**config.mk**
```make
export PLATFORM = sky130hd
export DESIGN_NAME = ssc_device_flat
export DESIGN_NICKNAME = d
export VERILOG_FILES = /design/src/ssc_pkg.sv /design/src/ssc_link_if.sv /design/src/ssc_device.sv /design/src/flat_wrapper.sv
export SDC_FILE = /design/constraint.sdc
export NUM_CORES = 1
export LEC_CHECK = 0
export BUFFER_PORTS_ARGS = -buffer_cell sky130_fd_sc_hd__buf_2
export CAP_MARGIN = 20
export CORE_ASPECT_RATIO = 1.4
export CORE_UTILIZATION = 52
export CTS_BUF_LIST = sky130_fd_sc_hd__clkbuf_2 sky130_fd_sc_hd__clkbuf_4 sky130_fd_sc_hd__clkbuf_8
export CTS_CLUSTER_DIAMETER = 80
export DETAILED_ROUTE_END_ITERATION = 8
export PLACE_DENSITY = 0.69
export SLEW_MARGIN = 15
export SYNTH_ARGS = -nofsm -noshare
export SYNTH_HDL_FRONTEND = slang
export SYNTH_SLANG_ARGS = --single-unit
```
**constraint.sdc**
```tcl
create_clock -name clock_i -period 3.6 [get_ports clock_i]
set_clock_uncertainty 0.2 [all_clocks]
set_input_delay 0.72 -clock clock_i [delete_from_list [all_inputs] [get_ports clock_i]]
set_output_delay 0.72 -clock clock_i [all_outputs]
set_load 0.005 [all_outputs]
```
**src/ssc_pkg.sv**
```systemverilog
package ssc_pkg;
   // ****************************************
   // Frame layout
   // ****************************************
   localparam int          HDR_BITS     = 32;
   localparam int          WORD_BITS    = 16;
   localparam int          MAX_WORDS    = 32;
   localparam logic [9:0]  HDR_BITS_C   = 10'h020;
   localparam logic [9:0]  MAX_BITS_C   = 10'h220;
   localparam logic [9:0]  CMD_BITS_C   = 10'h008;
   // ****************************************
   // Command codes
   // ****************************************
   localparam logic [7:0]  IDLE_CMD      = 8'h00;
   localparam logic [7:0]  WRITE_CMD     = 8'h02;
   localparam logic [7:0]  READ_CMD      = 8'h03;
   localparam logic [7:0]  ENTER_RUN_CMD = 8'h08;
   localparam logic [7:0]  ENTER_SETUP_CMD = 8'h09;
   localparam logic [7:0]  ADDR_FILL     = 8'h00;
   localparam logic [15:0] RESERVED_FILL = 16'h0000;
   // ****************************************
   // Communication status word
   // ****************************************
   localparam logic [1:0]  REQ_SETUP     = 2'h1;
   localparam logic [1:0]  REQ_RUN       = 2'h2;
   localparam int          REQ_POS       = 14;
   localparam int          FRAME_CLK_POS = 13;
   localparam int          SHORT_HDR_POS = 12;
   localparam int          RANGE_POS     = 10;
   localparam int          UNK_CMD_POS   = 9;
   localparam int          TRANS_POS     = 8;
   localparam logic [7:0]  TALLY_RESET   = 8'h00;
   // ****************************************
   // Timing
   // ****************************************
   localparam int          CLK_PERIOD_NS  = 10;
   // Longest the 8-bit timer holds, so a fast host can overlap a transition
   localparam int          TRANS_TIME_NS  = 2550;
   localparam logic [7:0]  TRANS_CYC      = 8'(TRANS_TIME_NS / CLK_PERIOD_NS);
   localparam logic [3:0]  SCK_HALF_CYC   = 4'h8;
endpackage : ssc_pkg

```
**src/ssc_link_if.sv**
```systemverilog
`timescale 1ns/10ps
interface ssc_link_if;
   logic sclk;
   logic ss_n;
   logic mosi;
   logic miso;
   logic miso_oe_n;
   logic miso_line;

   // Pulled high while the device releases the line
   assign miso_line = miso_oe_n ? 1'b1 : miso;

   modport device (
      input  sclk,
      input  ss_n,
      input  mosi,
      output miso,
      output miso_oe_n
   );

   modport host (
      output sclk,
      output ss_n,
      output mosi,
      input  miso_line
   );
endinterface : ssc_link_if

```
**src/ssc_device.sv**
```systemverilog
// Operation
// RULE1 - 08h enters run, 09h enters setup
// RULE2 - Master sends zero address and reserved halfword
// RULE3 - Transition frames ignore data, output indeterminate
// RULE4 - 00h only returns status words
// RULE5 - Header returns comm status then state word
// RULE6 - Master sends setup command only when stopped
// RULE7 - Master waits for previous transition to finish
// RULE8 - Status reflects the preceding frame's result
// RULE9 - Bits 15:14 hold request, reset 01
// RULE10 - Error flags at bits 13,12,10,9,8
// RULE11 - Bit 11 reserved, any value
// RULE12 - Eight-bit error tally, wraps FFh to 00h
// RULE13 - Flags sticky until clear bit rises
// RULE14 - Tally zeroed only on clear bit rising
// RULE15 - Bad clock count or overrun: clock fault
// RULE16 - Select rising before header end: short header
// RULE17 - Range fault discards only offending data
// RULE18 - Undefined command: unknown command fault, discard
// RULE19 - Impossible transition: transition fault, discard
// RULE20 - State word bit 15 reports present state
// RULE21 - Run while running applies no settings
// RULE22 - Return to setup keeps stored settings
// RULE23 - Select falling restarts bit counters
`timescale 1ns/10ps
module ssc_device (
   // Clock and reset
   input  wire logic        clock_i,
   input  wire logic        resetn_i,
   // Link
   ssc_link_if.device       link,
   // User side
   input  wire logic [7:0]  alarm_code_i,
   input  wire logic        range_fault_i,
   input  wire logic        error_clear_bit_i,
   output logic             run_state_o,
   output logic             apply_settings_o,
   output logic [15:0]      comm_status_word_o
);
   // ****************************************
   // State
   // ****************************************
   logic [2:0]  sck_sync_r,  sck_sync_nxt;
   logic [2:0]  ss_sync_r,   ss_sync_nxt;
   logic [1:0]  mosi_sync_r, mosi_sync_nxt;
   logic        frame_r,     frame_nxt;
   logic [9:0]  bitcnt_r,    bitcnt_nxt;
   logic        overrun_r,   overrun_nxt;
   logic [7:0]  cmd_r,       cmd_nxt;
   logic [31:0] tx_r,        tx_nxt;
   logic        miso_r,      miso_nxt;
   logic        miso_oe_n_r, miso_oe_n_nxt;
   logic [1:0]  req_r,       req_nxt;
   logic [4:0]  flags_r,     flags_nxt;
   logic [7:0]  tally_r,     tally_nxt;
   logic        run_r,       run_nxt;
   logic        pend_r,      pend_nxt;
   logic [7:0]  timer_r,     timer_nxt;
   logic        apply_r,     apply_nxt;
   logic        clr_d_r,     clr_d_nxt;

   logic        sck_rise;
   logic        sck_fall;
   logic        ss_fall;
   logic        ss_rise;
   logic        clear_evt;
   logic        frame_clock_fault;
   logic        short_header_fault;
   logic        cmd_err;
   logic        transition_fail_fault;
   logic        frame_err;
   logic        is_run;
   logic        is_setup;
   logic        known_cmd;
   logic [15:0] status_word;
   logic [15:0] state_word;
   logic [4:0]  flag_set;

   // ****************************************
   // Combinational next state
   // ****************************************
   always_comb begin
      sck_sync_nxt  = {sck_sync_r[1:0], link.sclk};
      ss_sync_nxt   = {ss_sync_r[1:0], link.ss_n};
      mosi_sync_nxt = {mosi_sync_r[0], link.mosi};
      sck_rise = sck_sync_r[1] & ~sck_sync_r[2];
      sck_fall = ~sck_sync_r[1] & sck_sync_r[2];
      ss_fall  = ~ss_sync_r[1] & ss_sync_r[2];
      ss_rise  = ss_sync_r[1] & ~ss_sync_r[2];

      status_word = {req_r, flags_r[4:3], 1'b0, flags_r[2:0], tally_r}; // RULE9 RULE11
      state_word  = {run_r, 7'h00, alarm_code_i}; // RULE20

      frame_nxt     = frame_r;
      bitcnt_nxt    = bitcnt_r;
      overrun_nxt   = overrun_r;
      cmd_nxt       = cmd_r;
      tx_nxt        = tx_r;
      miso_nxt      = miso_r;
      miso_oe_n_nxt = miso_oe_n_r;
      req_nxt       = req_r;
      run_nxt       = run_r;
      pend_nxt      = pend_r;
      timer_nxt     = timer_r;
      apply_nxt     = 1'b0;
      clr_d_nxt     = error_clear_bit_i;

      // Snapshot status at frame start so the word stays stable while shifting
      if (ss_fall) begin
         frame_nxt     = 1'b1;
         bitcnt_nxt    = 10'h000; // RULE23
         overrun_nxt   = 1'b0;
         cmd_nxt       = 8'h00;
         tx_nxt        = {status_word, state_word}; // RULE5 RULE8
         miso_oe_n_nxt = 1'b0;
      end else if (frame_r) begin
         if (sck_rise) begin
            if (bitcnt_r == ssc_pkg::MAX_BITS_C) begin
               overrun_nxt = 1'b1; // RULE15
            end else begin
               bitcnt_nxt = bitcnt_r + 10'h001;
            end
            if (bitcnt_r < ssc_pkg::CMD_BITS_C) begin
               cmd_nxt = {cmd_r[6:0], mosi_sync_r[1]};
            end
         end
         // Data field shifts out zeros as the indeterminate filler
         if (sck_fall) begin
            miso_nxt = tx_r[31]; // RULE3 RULE4
            tx_nxt   = {tx_r[30:0], 1'b0};
         end
      end

      // ****************************************
      // End-of-frame evaluation
      // ****************************************
      is_run    = (cmd_r == ssc_pkg::ENTER_RUN_CMD);
      is_setup  = (cmd_r == ssc_pkg::ENTER_SETUP_CMD);
      known_cmd = is_run | is_setup | (cmd_r == ssc_pkg::IDLE_CMD) |
                  (cmd_r == ssc_pkg::WRITE_CMD) | (cmd_r == ssc_pkg::READ_CMD); // RULE1
      frame_clock_fault  = (bitcnt_r == 10'h000) | (bitcnt_r[3:0] != 4'h0) | overrun_r; // RULE15
      short_header_fault = ~frame_clock_fault & (bitcnt_r < ssc_pkg::HDR_BITS_C); // RULE16
      cmd_err = ~frame_clock_fault & ~short_header_fault & ~known_cmd; // RULE18
      // A second request while one is still executing cannot be honoured
      transition_fail_fault = ~frame_clock_fault & ~short_header_fault & (is_run | is_setup) & pend_r; // RULE19 RULE7
      frame_err = ss_rise & frame_r & (frame_clock_fault | short_header_fault | cmd_err | transition_fail_fault);

      if (ss_rise & frame_r) begin
         frame_nxt     = 1'b0;
         miso_oe_n_nxt = 1'b1;
         // Address byte is never examined by this block
         if (~frame_err & (is_run | is_setup)) begin // RULE2
            req_nxt   = is_run ? ssc_pkg::REQ_RUN : ssc_pkg::REQ_SETUP; // RULE1 RULE9
            pend_nxt  = 1'b1;
            timer_nxt = ssc_pkg::TRANS_CYC;
         end
      end

      // ****************************************
      // State transition execution
      // ****************************************
      if (pend_r) begin
         if (timer_r == 8'h00) begin
            pend_nxt = 1'b0;
            run_nxt  = (req_r == ssc_pkg::REQ_RUN); // RULE20
            // Settings only load when leaving setup, never on a repeat
            apply_nxt = (req_r == ssc_pkg::REQ_RUN) & ~run_r; // RULE21 RULE22
         end else begin
            timer_nxt = timer_r - 8'h01;
         end
      end

      // ****************************************
      // Error flags and tally
      // ****************************************
      clear_evt = error_clear_bit_i & ~clr_d_r; // RULE13 RULE14
      flag_set  = {ss_rise & frame_r & frame_clock_fault,
                   ss_rise & frame_r & short_header_fault,
                   range_fault_i, // RULE17
                   ss_rise & frame_r & cmd_err,
                   ss_rise & frame_r & transition_fail_fault}; // RULE10
      // Set wins over a clear in the same cycle
      flags_nxt = (clear_evt ? 5'h00 : flags_r) | flag_set; // RULE13
      tally_nxt = (clear_evt ? ssc_pkg::TALLY_RESET : tally_r) +
                  {7'h00, frame_err} + {7'h00, range_fault_i}; // RULE12 RULE14
   end

   // ****************************************
   // Registers
   // ****************************************
   always_ff @(posedge clock_i or negedge resetn_i) begin
      if (!resetn_i) begin
         sck_sync_r  <= 3'h7;
         ss_sync_r   <= 3'h7;
         mosi_sync_r <= 2'h0;
         frame_r     <= 1'b0;
         bitcnt_r    <= 10'h000;
         overrun_r   <= 1'b0;
         cmd_r       <= 8'h00;
         tx_r        <= 32'h0000_0000;
         miso_r      <= 1'b0;
         miso_oe_n_r <= 1'b1;
         req_r       <= ssc_pkg::REQ_SETUP; // RULE9
         flags_r     <= 5'h00;
         tally_r     <= ssc_pkg::TALLY_RESET; // RULE12
         run_r       <= 1'b0;
         pend_r      <= 1'b0;
         timer_r     <= 8'h00;
         apply_r     <= 1'b0;
         clr_d_r     <= 1'b0;
      end else begin
         sck_sync_r  <= sck_sync_nxt;
         ss_sync_r   <= ss_sync_nxt;
         mosi_sync_r <= mosi_sync_nxt;
         frame_r     <= frame_nxt;
         bitcnt_r    <= bitcnt_nxt;
         overrun_r   <= overrun_nxt;
         cmd_r       <= cmd_nxt;
         tx_r        <= tx_nxt;
         miso_r      <= miso_nxt;
         miso_oe_n_r <= miso_oe_n_nxt;
         req_r       <= req_nxt;
         flags_r     <= flags_nxt;
         tally_r     <= tally_nxt;
         run_r       <= run_nxt;
         pend_r      <= pend_nxt;
         timer_r     <= timer_nxt;
         apply_r     <= apply_nxt;
         clr_d_r     <= clr_d_nxt;
      end
   end

   // ****************************************
   // Outputs
   // ****************************************
   assign link.miso          = miso_r;
   assign link.miso_oe_n     = miso_oe_n_r;
   assign run_state_o        = run_r;
   assign apply_settings_o   = apply_r;
   assign comm_status_word_o = {req_r, flags_r[4:3], 1'b0, flags_r[2:0], tally_r};
endmodule // ssc_device

```
**src/flat_wrapper.sv**
```systemverilog
// flat-port wrapper written by rule: the top's interface ports become plain ports
module ssc_device_flat 
  (clock_i, resetn_i, alarm_code_i, range_fault_i, error_clear_bit_i, run_state_o, apply_settings_o, comm_status_word_o, link_sclk, link_ss_n, link_mosi, link_miso, link_miso_oe_n);
  ssc_link_if link_i ();
  input  wire logic clock_i;
  input  wire logic resetn_i;
  input  wire logic [7:0] alarm_code_i;
  input  wire logic range_fault_i;
  input  wire logic error_clear_bit_i;
  output logic run_state_o;
  output logic apply_settings_o;
  output logic [15:0] comm_status_word_o;
  input wire logic [$bits(link_i.sclk)-1:0] link_sclk;
  input wire logic [$bits(link_i.ss_n)-1:0] link_ss_n;
  input wire logic [$bits(link_i.mosi)-1:0] link_mosi;
  output wire logic [$bits(link_i.miso)-1:0] link_miso;
  output wire logic [$bits(link_i.miso_oe_n)-1:0] link_miso_oe_n;
  assign link_i.sclk = link_sclk;
  assign link_i.ss_n = link_ss_n;
  assign link_i.mosi = link_mosi;
  assign link_miso = link_i.miso;
  assign link_miso_oe_n = link_i.miso_oe_n;
  ssc_device u_core (.clock_i(clock_i), .resetn_i(resetn_i), .link(link_i), .alarm_code_i(alarm_code_i), .range_fault_i(range_fault_i), .error_clear_bit_i(error_clear_bit_i), .run_state_o(run_state_o), .apply_settings_o(apply_settings_o), .comm_status_word_o(comm_status_word_o));
endmodule
```
==> results.md, run 1 <==
* Outcome: completed
* Commonest non-fill, non-tap cell in the layout: nand2_1
* Post-CTS Resized at 0
* TritonCTS Sinks at ~90
* CP max stage delay at about 0.48 ns
* Max-Cap Viols at 0
* Final setup violation count at 0
* Starting Density at 54.1%
* Gr ovfl total at 0
* TritonCTS clock tree: done
* Setup TNS at 0 ns
* Ys async rst share at 100%
* Buffer and inverter count on the worst path at 2
* CP delay by family, top: simple AND/OR/NAND/NOR gates
* Final Max Slew Viols at 0
* Synth warn at 0
* Fmax at 0.308 GHz
* Routed WL at 7900 um
* RSZ-0062 raised after global routing: no
* Syn avg cell area at about 9.5 um^2
* WS Path Type: reg -> reg
* Ant diodes at 0
* Worst R2R End: u_core.tally_r[6]
* Fill cells at 649
* Worst-skew pair later-pin latency at 0.35 ns
* Hold wc startpoint: u_core.mosi_sync_r[0]
* Pwr Density at between 400 and 500 nW/um^2
* P_leak at 2.17 nW
* Core Region at approximately 7500 um^2
* Cell Area, Synth at roughly 4000 um^2
* Vias per inst at ~5.6
* Buffers on Ports at 33
* Data required, critical path at 3.68 ns
* CP endpoint kind: flip-flop
* CP max FO at 4
* Antenna-violating nets left at 0
* Synth Flop Type: dfrtp_1
* Vias post-DR at around 3000
* Hold path endpoint: u_core.mosi_sync_r[1]
* Slew headroom at 41.5%
* Pin count of the biggest net entering global routing at 90
* Hold_buf cts at 0
* Drt initial violations at 193
* CTS Buf Count at 9
* Die ar. at roughly 8100 um^2
* Post-CTS setup-driven buffer insertion count at 0
* Row Count at 37
* Design Power at 2.16 mW
* Area growth syn-to-layout at 11.6%
* Yosys cell types at 54
* Peak supply drop at around 0.00027 V
* DP Cell Count at between 500 and 600
* Io pins at 35
* Die height at around 110 um
* Worst hold path type: reg -> reg
* Layout cells sized above 1 at roughly 17%
* Most frequent cells in the layout: nand2_1 (97), dfrtp_1 (81), nor2_1 (42), buf_2 (32), a31oi_1 (27)
* First-pass GRT wire length at 13700 um
* Wire per inst at 14.3 um
* Clock Tree Root: clkbuf_8
* Reg2Reg Depth at 12
* Sequential fraction of the synthesis area at 55.4%
* Crit path time final at between 3 and 4 ns
* Overall Global Routing Usage at between 20% and 30%
* Fin cells at between 500 and 600
* Final hold violations at 0
* Worst Hold Path Cells at 0
* Crit start category: flip-flop
* Post-synth EDFFs at 0
* Gp weighted congestion at around 0.82
* Post-Place Setup Slack at between 0.3 and 0.4 ns
* Post-synthesis cell count at between 400 and 500
* CTS HTree Levels at 3
* Reg2Reg Setup Slack at about 0.36 ns
* Worst setup margin at ~0.36 ns
* Syn nets at around 440
* Antenna violations before repair at 0
* Tightest Pin Transition at roughly 0.87 ns
* Slowest cell on the critical path: or4b_4
* Vias in the first global route at 2953
* #FFs+latches synth at 89
* Die span in x at 76.5 um
* FF-to-FF Start: u_core.bitcnt_r[0]
* Period utilization at ~90%
* Nets at roughly 470
* DRC viols at 0
* Detail Placement HPWL at between 5000 and 6000 um
* Crit path DAT at 3.32 ns
* Max Buffers Root-to-Sink at 2
* Drt pass-1 iters at 4
* Cell chain of the critical path: inv_1, ha_1, or4b_4, a211oi_4, nand4_1, nor2b_1, fa_1, inv_1, ha_1, nand3_1, or3_1, a21oi_1
* Worst-path clk slew at ~0.080 ns
==> cell usage after synthesis, types with 4 or more instances <==
cell type / instances / area, um^2
xor2_1: 6 / 52.6
nand2b_1: 4 / 25.0
inv_1: 11 / 41.3
a31oi_1: 27 / 169
dfrtp_1: 81 / 2030
nor2b_1: 5 / 31.3
xnor2_1: 4 / 35.0
a21oi_1: 13 / 65.1
nand4_1: 4 / 25.0
nand3_1: 23 / 115
clkbuf_1: 21 / 78.8
o21ai_0: 13 / 65.1
nand2_1: 97 / 364
nor2_1: 43 / 161
o31ai_1: 4 / 30.0
ha_1: 5 / 62.6
dfstp_2: 8 / 210
==> stage by stage <==
stage                     util [%]  hold slack, ns  area (um^2)
after floorplan                  -           0.131         4040
after global placement        57.4           0.134         4280
after detailed placement      57.4           0.137         4280
after CTS                     60.3           0.156         4500
after global routing          60.4           0.161         4500
final                         60.4           0.152         4500
==> area by class of cell <==
cell class	count	area [um^2]	share of cell area, %
flip-flops and latches	89	2240	49.7
well taps	97	121	2.70
inverters	11	41.3	0.917
multi-input cells	301	1680	37.2
clock inverters	3	65.1	1.45
clock buffers	12	153	3.39
repair buffers	38	209	4.64
==> how the worst max path moves through the flow <==
stage	startpoint	to	cells past startpoint
after global routing	u_core.bitcnt_r[0]	u_core.tally_r[6]	12
after detailed placement	u_core.bitcnt_r[0]	u_core.tally_r[6]	12
after global placement	u_core.bitcnt_r[0]	u_core.tally_r[6]	12
after floorplan	u_core.bitcnt_r[0]	u_core.tally_r[6]	12
final	u_core.bitcnt_r[0]	u_core.tally_r[6]	12
after CTS	u_core.bitcnt_r[0]	u_core.tally_r[6]	12
==> sequential cells by signal, indices dropped and copies added, names as in the netlist <==
register / cells
u_core.clr_d_r: 1
u_core.link.miso_oe_n: 1
u_core.tally_r: 8
u_core.link.miso: 1
u_core.run_state_o: 1
u_core.tx_r: 32
u_core.frame_r: 1
u_core.ss_sync_r: 3
u_core.timer_r: 8
u_core.overrun_r: 1
u_core.req_r: 2
u_core.sck_sync_r: 3
u_core.pend_r: 1
u_core.apply_settings_o: 1
u_core.bitcnt_r: 10
u_core.flags_r: 5
u_core.cmd_r: 8
u_core.mosi_sync_r: 2
==> cells by family after synthesis <==
group	after synthesis	synth area share, %
AO/OA/AOI/OAI	71	11.4
XOR/XNOR	10	2.17
adder cells (fa/ha/maj)	7	2.29
buffers and inverters	33	3.16
flip-flops	89	55.4
multiplexers	2	0.620
other	1	0.0929
AND/OR/NAND/NOR	210	24.8
==> layer usage <==
layer  share of wire [%]  vias to the layer above  GRT usage, %
met1                  46                     1502          27.8
li1                    -                     1498             -
met3                 3.5                       14          4.81
met4                 2.0                        0          9.07
met2                  48                       59          34.3
met5                   0                        -             0
==> report_power, final <==
group          leakage [nW]  internal (mW)  switching [mW]
sequential             1.14           1.09          0.0693
combinational         0.918          0.103           0.141
clock                 0.113          0.421           0.332
Power figures use the tool's default switching activity.
==> run 2, diff against run 1 <==
--- a/config.mk
+++ b/config.mk
@@ -13,5 +13,5 @@
 export CTS_CLUSTER_DIAMETER = 80
 export DETAILED_ROUTE_END_ITERATION = 8
-export PLACE_DENSITY = 0.69
+export PLACE_DENSITY = 0.71
 export SLEW_MARGIN = 15
 export SYNTH_ARGS = -nofsm -noshare
--- a/constraint.sdc
+++ b/constraint.sdc
@@ -3,3 +3,3 @@
 set_input_delay 0.72 -clock clock_i [delete_from_list [all_inputs] [get_ports clock_i]]
 set_output_delay 0.72 -clock clock_i [all_outputs]
-set_load 0.005 [all_outputs]
+set_load 0.02 [all_outputs]
==> results.md, run 2 (same netlist as run 1, synthesis figures left out) <==
* Outcome: completed
* Die height at 106 um
* CTS HTree Levels at 3
* Post-Place Setup Slack at approximately 0.36 ns
* Design Power at roughly 2.1 mW
* Final setup violation count at 0
* Biggest regs: u_core.tx_r: 32 flops, u_core.bitcnt_r: 10 flops
* Crit path time final at around 3.3 ns
* Antenna violations before repair at 0
* GRT busiest layer: met2
* Max FFs per register at 32
* TritonCTS clock tree: done
* Data required, critical path at about 3.7 ns
* Gp weighted congestion at 0.809
* Reg2Reg Depth at 12
* CP max FO at 4
* CP endpoint kind: flip-flop
* Setup TNS at 0 ns
* Most flops, register: u_core.tx_r
* Worst-path clk slew at ~0.08 ns
* Crit path DAT at ~3.4 ns
* Reg2Reg Setup Slack at between 0.3 and 0.4 ns
* Fill cells at 652
* Wire per inst at approximately 14 um
* Fmax at 0.306 GHz
* Slowest cell on the critical path: or4b_4
* Starting Density at about 54%
* Ant diodes at 0
* Max-Cap Viols at 0
* Worst setup margin at between 0.3 and 0.4 ns
* Pin count of the biggest net entering global routing at 50
* GR Util met1 at between 20% and 30%
* TritonCTS Sinks at a little under 90
* Hold_buf cts at 0
* DP Cell Count at ~540
* Crit start category: flip-flop
* Nets at 473
* Most frequent cells in the layout: nand2_1 (97), dfrtp_1 (81), nor2_1 (42), buf_2 (32), a31oi_1 (27)
* Post-CTS setup-driven buffer insertion count at 0
* Drt pass-1 iters at 4
* Final Max Slew Viols at 0
* Overall Global Routing Usage at between 20% and 30%
* Fin cells at 554
* Die ar. at 8120 um^2
* Antenna-violating nets left at 0
* Vias in the first global route at between 2000 and 3000
* Post-CTS Resized at 0
* Area growth syn-to-layout at 11.3%
* Detail Placement HPWL at approximately 5400 um
* Buffer and inverter count on the worst path at 2
* Met2 Resource Use GR at a little over a third
* Max Buffers Root-to-Sink at 2
* Worst hold path type: reg -> reg
* Die span in x at between 70 and 80 um
* Pwr Density at between 400 and 500 nW/um^2
* Buffers on Ports at 33
* Core Region at 7450 um^2
* Routed WL at slightly below 8000 um
* DRC viols at 0
* Clock Tree Root: clkbuf_8
* Peak supply drop at approximately 0.0003 V
* First-pass GRT wire length at 13800 um
* CTS Buf Count at 9
* P_leak at 2.17 nW
* Commonest non-fill, non-tap cell in the layout: nand2_1
* WS Path Type: reg -> reg
* Slew headroom at 37.0%
* Tightest Pin Transition at about 0.93 ns
* Layout cells sized above 1 at 17.1%
* Final hold violations at 0
* Worst-skew pair later-pin latency at ~0.36 ns
* Vias per inst at approximately 5.6
* Period utilization at between 90% and 100%
* Worst Hold Path Cells at 0
* Vias post-DR at 3090
* CP Depth at 12
* CP max stage delay at ~0.5 ns
* Met3 Usage GRT at 4.12%
* Io pins at 35
* Cell chain of the critical path: inv_1, ha_1, or4b_4, a211oi_4, nand4_1, nor2b_1, fa_1, inv_1, ha_1, nand3_1, or3_1, a21oi_1
* Row Count at 37
* Drt initial violations at around 200
* RSZ-0062 raised after global routing: no
* Gr ovfl total at 0
* CP delay by family, top: simple AND/OR/NAND/NOR gates
## run 2: cell types whose count changed in the layout (fill, tap and decap cells not counted)
cell	previous run	this run
buf_4	5	8
buf_6	1	0
bufinv_16	2	0
clkbuf_4	2	1
clkbuf_8	10	13
clkinv_2	1	2
## run 2: final cells by class
cell class	count	area, um^2	share of cell area (%)
multi-input cells	301	1680	37.3
inverters	11	41.3	0.919
well taps	97	121	2.70
clock buffers	14	186	4.15
repair buffers	40	220	4.90
flip-flops and latches	89	2240	49.8
clock inverters	2	10.0	0.223
## run 2: final timing paths
kind,startpoint,to
worst max-delay path,u_core.bitcnt_r[0],u_core.tally_r[6]
worst min-delay path,u_core.mosi_sync_r[0],u_core.mosi_sync_r[1]
worst max register to register,u_core.bitcnt_r[0],u_core.tally_r[6]
worst min register to register,u_core.mosi_sync_r[0],u_core.mosi_sync_r[1]
max in group asynchronous,resetn_i,u_core.sck_sync_r[0]
min in group asynchronous,resetn_i,u_core.timer_r[7]
## run 2: routing by layer
| layer | part of all wire (%) | up-vias |
|---|---|---|
| met2 | 47 | 57 |
| met4 | 1.7 | 0 |
| li1 | - | 1507 |
| met1 | 48 | 1515 |
| met5 | 0 | - |
| met3 | 2.9 | 11 |
## run 2: where the power goes
| part | switching, mW | leakage, nW | internal (mW) |
|---|---|---|---|
| Clock | 0.339 | 0.106 | 0.333 |
| Combinational | 0.176 | 0.926 | 0.106 |
| Sequential | 0.0708 | 1.14 | 1.09 |
| Total | 0.585 | 2.17 | 1.53 |
## run 2: through the flow
| stage | utilization (%) | area (um^2) | hold slack (ns) |
|---|---|---|---|
| after floorplan | - | 4040 | 0.131 |
| after global placement | 57.6 | 4300 | 0.136 |
| after detailed placement | 57.6 | 4300 | 0.140 |
| after CTS | 60.3 | 4490 | 0.159 |
| after global routing | 60.3 | 4490 | 0.161 |
| final | 60.3 | 4490 | 0.155 |
==> run 3, diff against run 2 <==
Settings changed: BUFFER_PORTS_ARGS -buffer_cell sky130_fd_sc_hd__buf_2 to not set, DONT_BUFFER_PORTS set to 1, PLACE_DENSITY 0.71 to 0.67.
==> results.md, run 3 (same netlist as run 1, synthesis figures left out) <==
* Io pins at 35
* Worst-skew pair later-pin latency at roughly 0.35 ns
* Pwr Density at about 470 nW/um^2
* Fmax at around 0.3 GHz
* Drt pass-1 iters at 4
* Core Region at 7450 um^2
* Biggest regs: u_core.tx_r: 32 flops, u_core.bitcnt_r: 10 flops
* Max-Cap Viols at 0
* Worst-path clk slew at ~0.08 ns
* Most flops, register: u_core.tx_r
* Final hold violations at 0
* Post-route cell area at approximately 4300 um^2
* Starting Density at 54.1%
* Vias post-DR at between 2000 and 3000
* Reg2Reg Depth at 12
* Switching part of the total at 27.5%
* Crit path time final at between 3 and 4 ns
* Area post-placement at 4110 um^2
* Crit start category: flip-flop
* Ant diodes at 0
* Hold_buf cts at 1
* TritonCTS clock tree: done
* Routed WL at ~7900 um
* Final hold slack at around 0.076 ns
* Post-CTS Resized at 0
* Worst hold path type: in -> async
* Overall Global Routing Usage at between 20% and 30%
* WS Path Type: reg -> reg
* Worst setup margin at 0.305 ns
* GRT busiest layer: met2
* CTS HTree Levels at 3
* Max Buffers Root-to-Sink at 2
* Post-CTS setup-driven buffer insertion count at 0
* Crit path DAT at 3.37 ns
* Fin cells at 520
* Area growth syn-to-layout at 7.07%
* FF-to-FF Start: u_core.bitcnt_r[0]
* Period utilization at about nine tenths
* Pin count of the biggest net entering global routing at 90
* RSZ-0062 raised after global routing: no
* Int Pwr at about 1.5 mW
* Drt initial violations at 206
* First-pass GRT wire length at 13600 um
* Gp weighted congestion at between 0.7 and 0.8
* TritonCTS Sinks at around 90
* Worst R2R End: u_core.tally_r[6]
* Tightest Pin Transition at 0.854 ns
* Setup TNS at 0 ns
* Final Max Slew Viols at 0
* Design Power at ~2 mW
* Peak supply drop at 0.000198 V
* Detail Placement HPWL at a little over 5000 um
* Buffers on Ports at 0
* Vias in the first global route at ~2900
* DRC viols at 0
* Final setup violation count at 0
* Layout cells sized above 1 at 10.4%
* DP Cell Count at 503
* Die height at 106 um
* Gr ovfl total at 0
* Data required, critical path at between 3 and 4 ns
* Commonest non-fill, non-tap cell in the layout: nand2_1
* Max FFs per register at 32
* Die ar. at between 8000 and 9000 um^2
* Outcome: completed
* Reg2Reg Setup Slack at 0.31 ns
* Antenna violations before repair at 0
* Net Switching at 0.564 mW
* Most frequent cells in the layout: nand2_1 (97), dfrtp_1 (81), nor2_1 (42), a31oi_1 (27), nand3_1 (23)
* GR Util met1 at approximately a quarter
* Antenna-violating nets left at 0
* Logic pwr share at a little over a tenth
* Finished Core Util at between 50 and 60%
* Met3 Usage GRT at 6.87%
* Nets at approximately 440
* Post-Place Setup Slack at ~0.31 ns
* CTS Buf Count at 9
* Clock power frac at between 30% and 40%
* Wire per inst at around 15 um
* Die span in x at 76.5 um
* CP endpoint kind: flip-flop
* Sequential power share at just under 60%
* Clock Tree Root: clkbuf_8
* Row Count at 37
* P_leak at between 2 and 2.5 nW
* CP max FO at 4
* Slew headroom at between 40% and 50%
* Vias per inst at ~5.7
* Met2 Resource Use GR at 35.1%
run 3: changes by cell type in the layout (fill, tap and decap cells not counted), sizes merged:
cell    change
buf        -34
clkinv      -1
clkbuf      +1
run 3: metal layers:
layer  wire, um  vias to the layer above  part of all wire (%)
li1           -                     1436                     -
met1       3570                     1454                    45
met2       3840                       57                    49
met3        365                        9                   4.6
met4        108                        0                   1.4
met5          0                        -                     0
run 3: layout make-up:
cell class / instances / area [um^2]
sequential: 89 / 2240
clock inverter: 1 / 5.00
inverter: 11 / 41.3
multi-input combinational: 301 / 1680
fill: 653 / 3130
timing repair buffer: 6 / 65.1
tap: 97 / 121
clock buffer: 15 / 175
run 3: how the worst max path moves through the flow:
| stage | startpoint | to | slack [ns] | cells after the start |
|---|---|---|---|---|
| after CTS | u_core.bitcnt_r[0] | u_core.tally_r[6] | 0.30 | 12 |
| after global placement | u_core.bitcnt_r[0] | u_core.tally_r[6] | 0.42 | 12 |
| after floorplan | u_core.bitcnt_r[0] | u_core.tally_r[6] | 0.45 | 12 |
| after detailed placement | u_core.bitcnt_r[0] | u_core.tally_r[6] | 0.31 | 12 |
| final | u_core.bitcnt_r[0] | u_core.tally_r[6] | 0.31 | 12 |
| after global routing | u_core.bitcnt_r[0] | u_core.tally_r[6] | 0.10 | 12 |
run 3: power by group through the flow:
stage | registers (mW) | logic (mW) | clock network [mW]
after global routing | 1.21 | 0.250 | 0.696
after floorplan | 1.19 | 0.162 | 0
final | 1.20 | 0.215 | 0.631
after CTS | 1.20 | 0.218 | 0.653
after detailed placement | 1.22 | 0.193 | 0
after global placement | 1.22 | 0.185 | 0
run 3: worst max-delay path, stage by stage, from the launching register on:
cell	delay, ns
dfrtp_1	0.42
inv_1	0.07
ha_1	0.15
or4b_4	0.49
a211oi_4	0.24
nand4_1	0.13
nor2b_1	0.18
fa_1	0.39
inv_1	0.09
ha_1	0.18
nand3_1	0.14
or3_1	0.38
a21oi_1	0.16
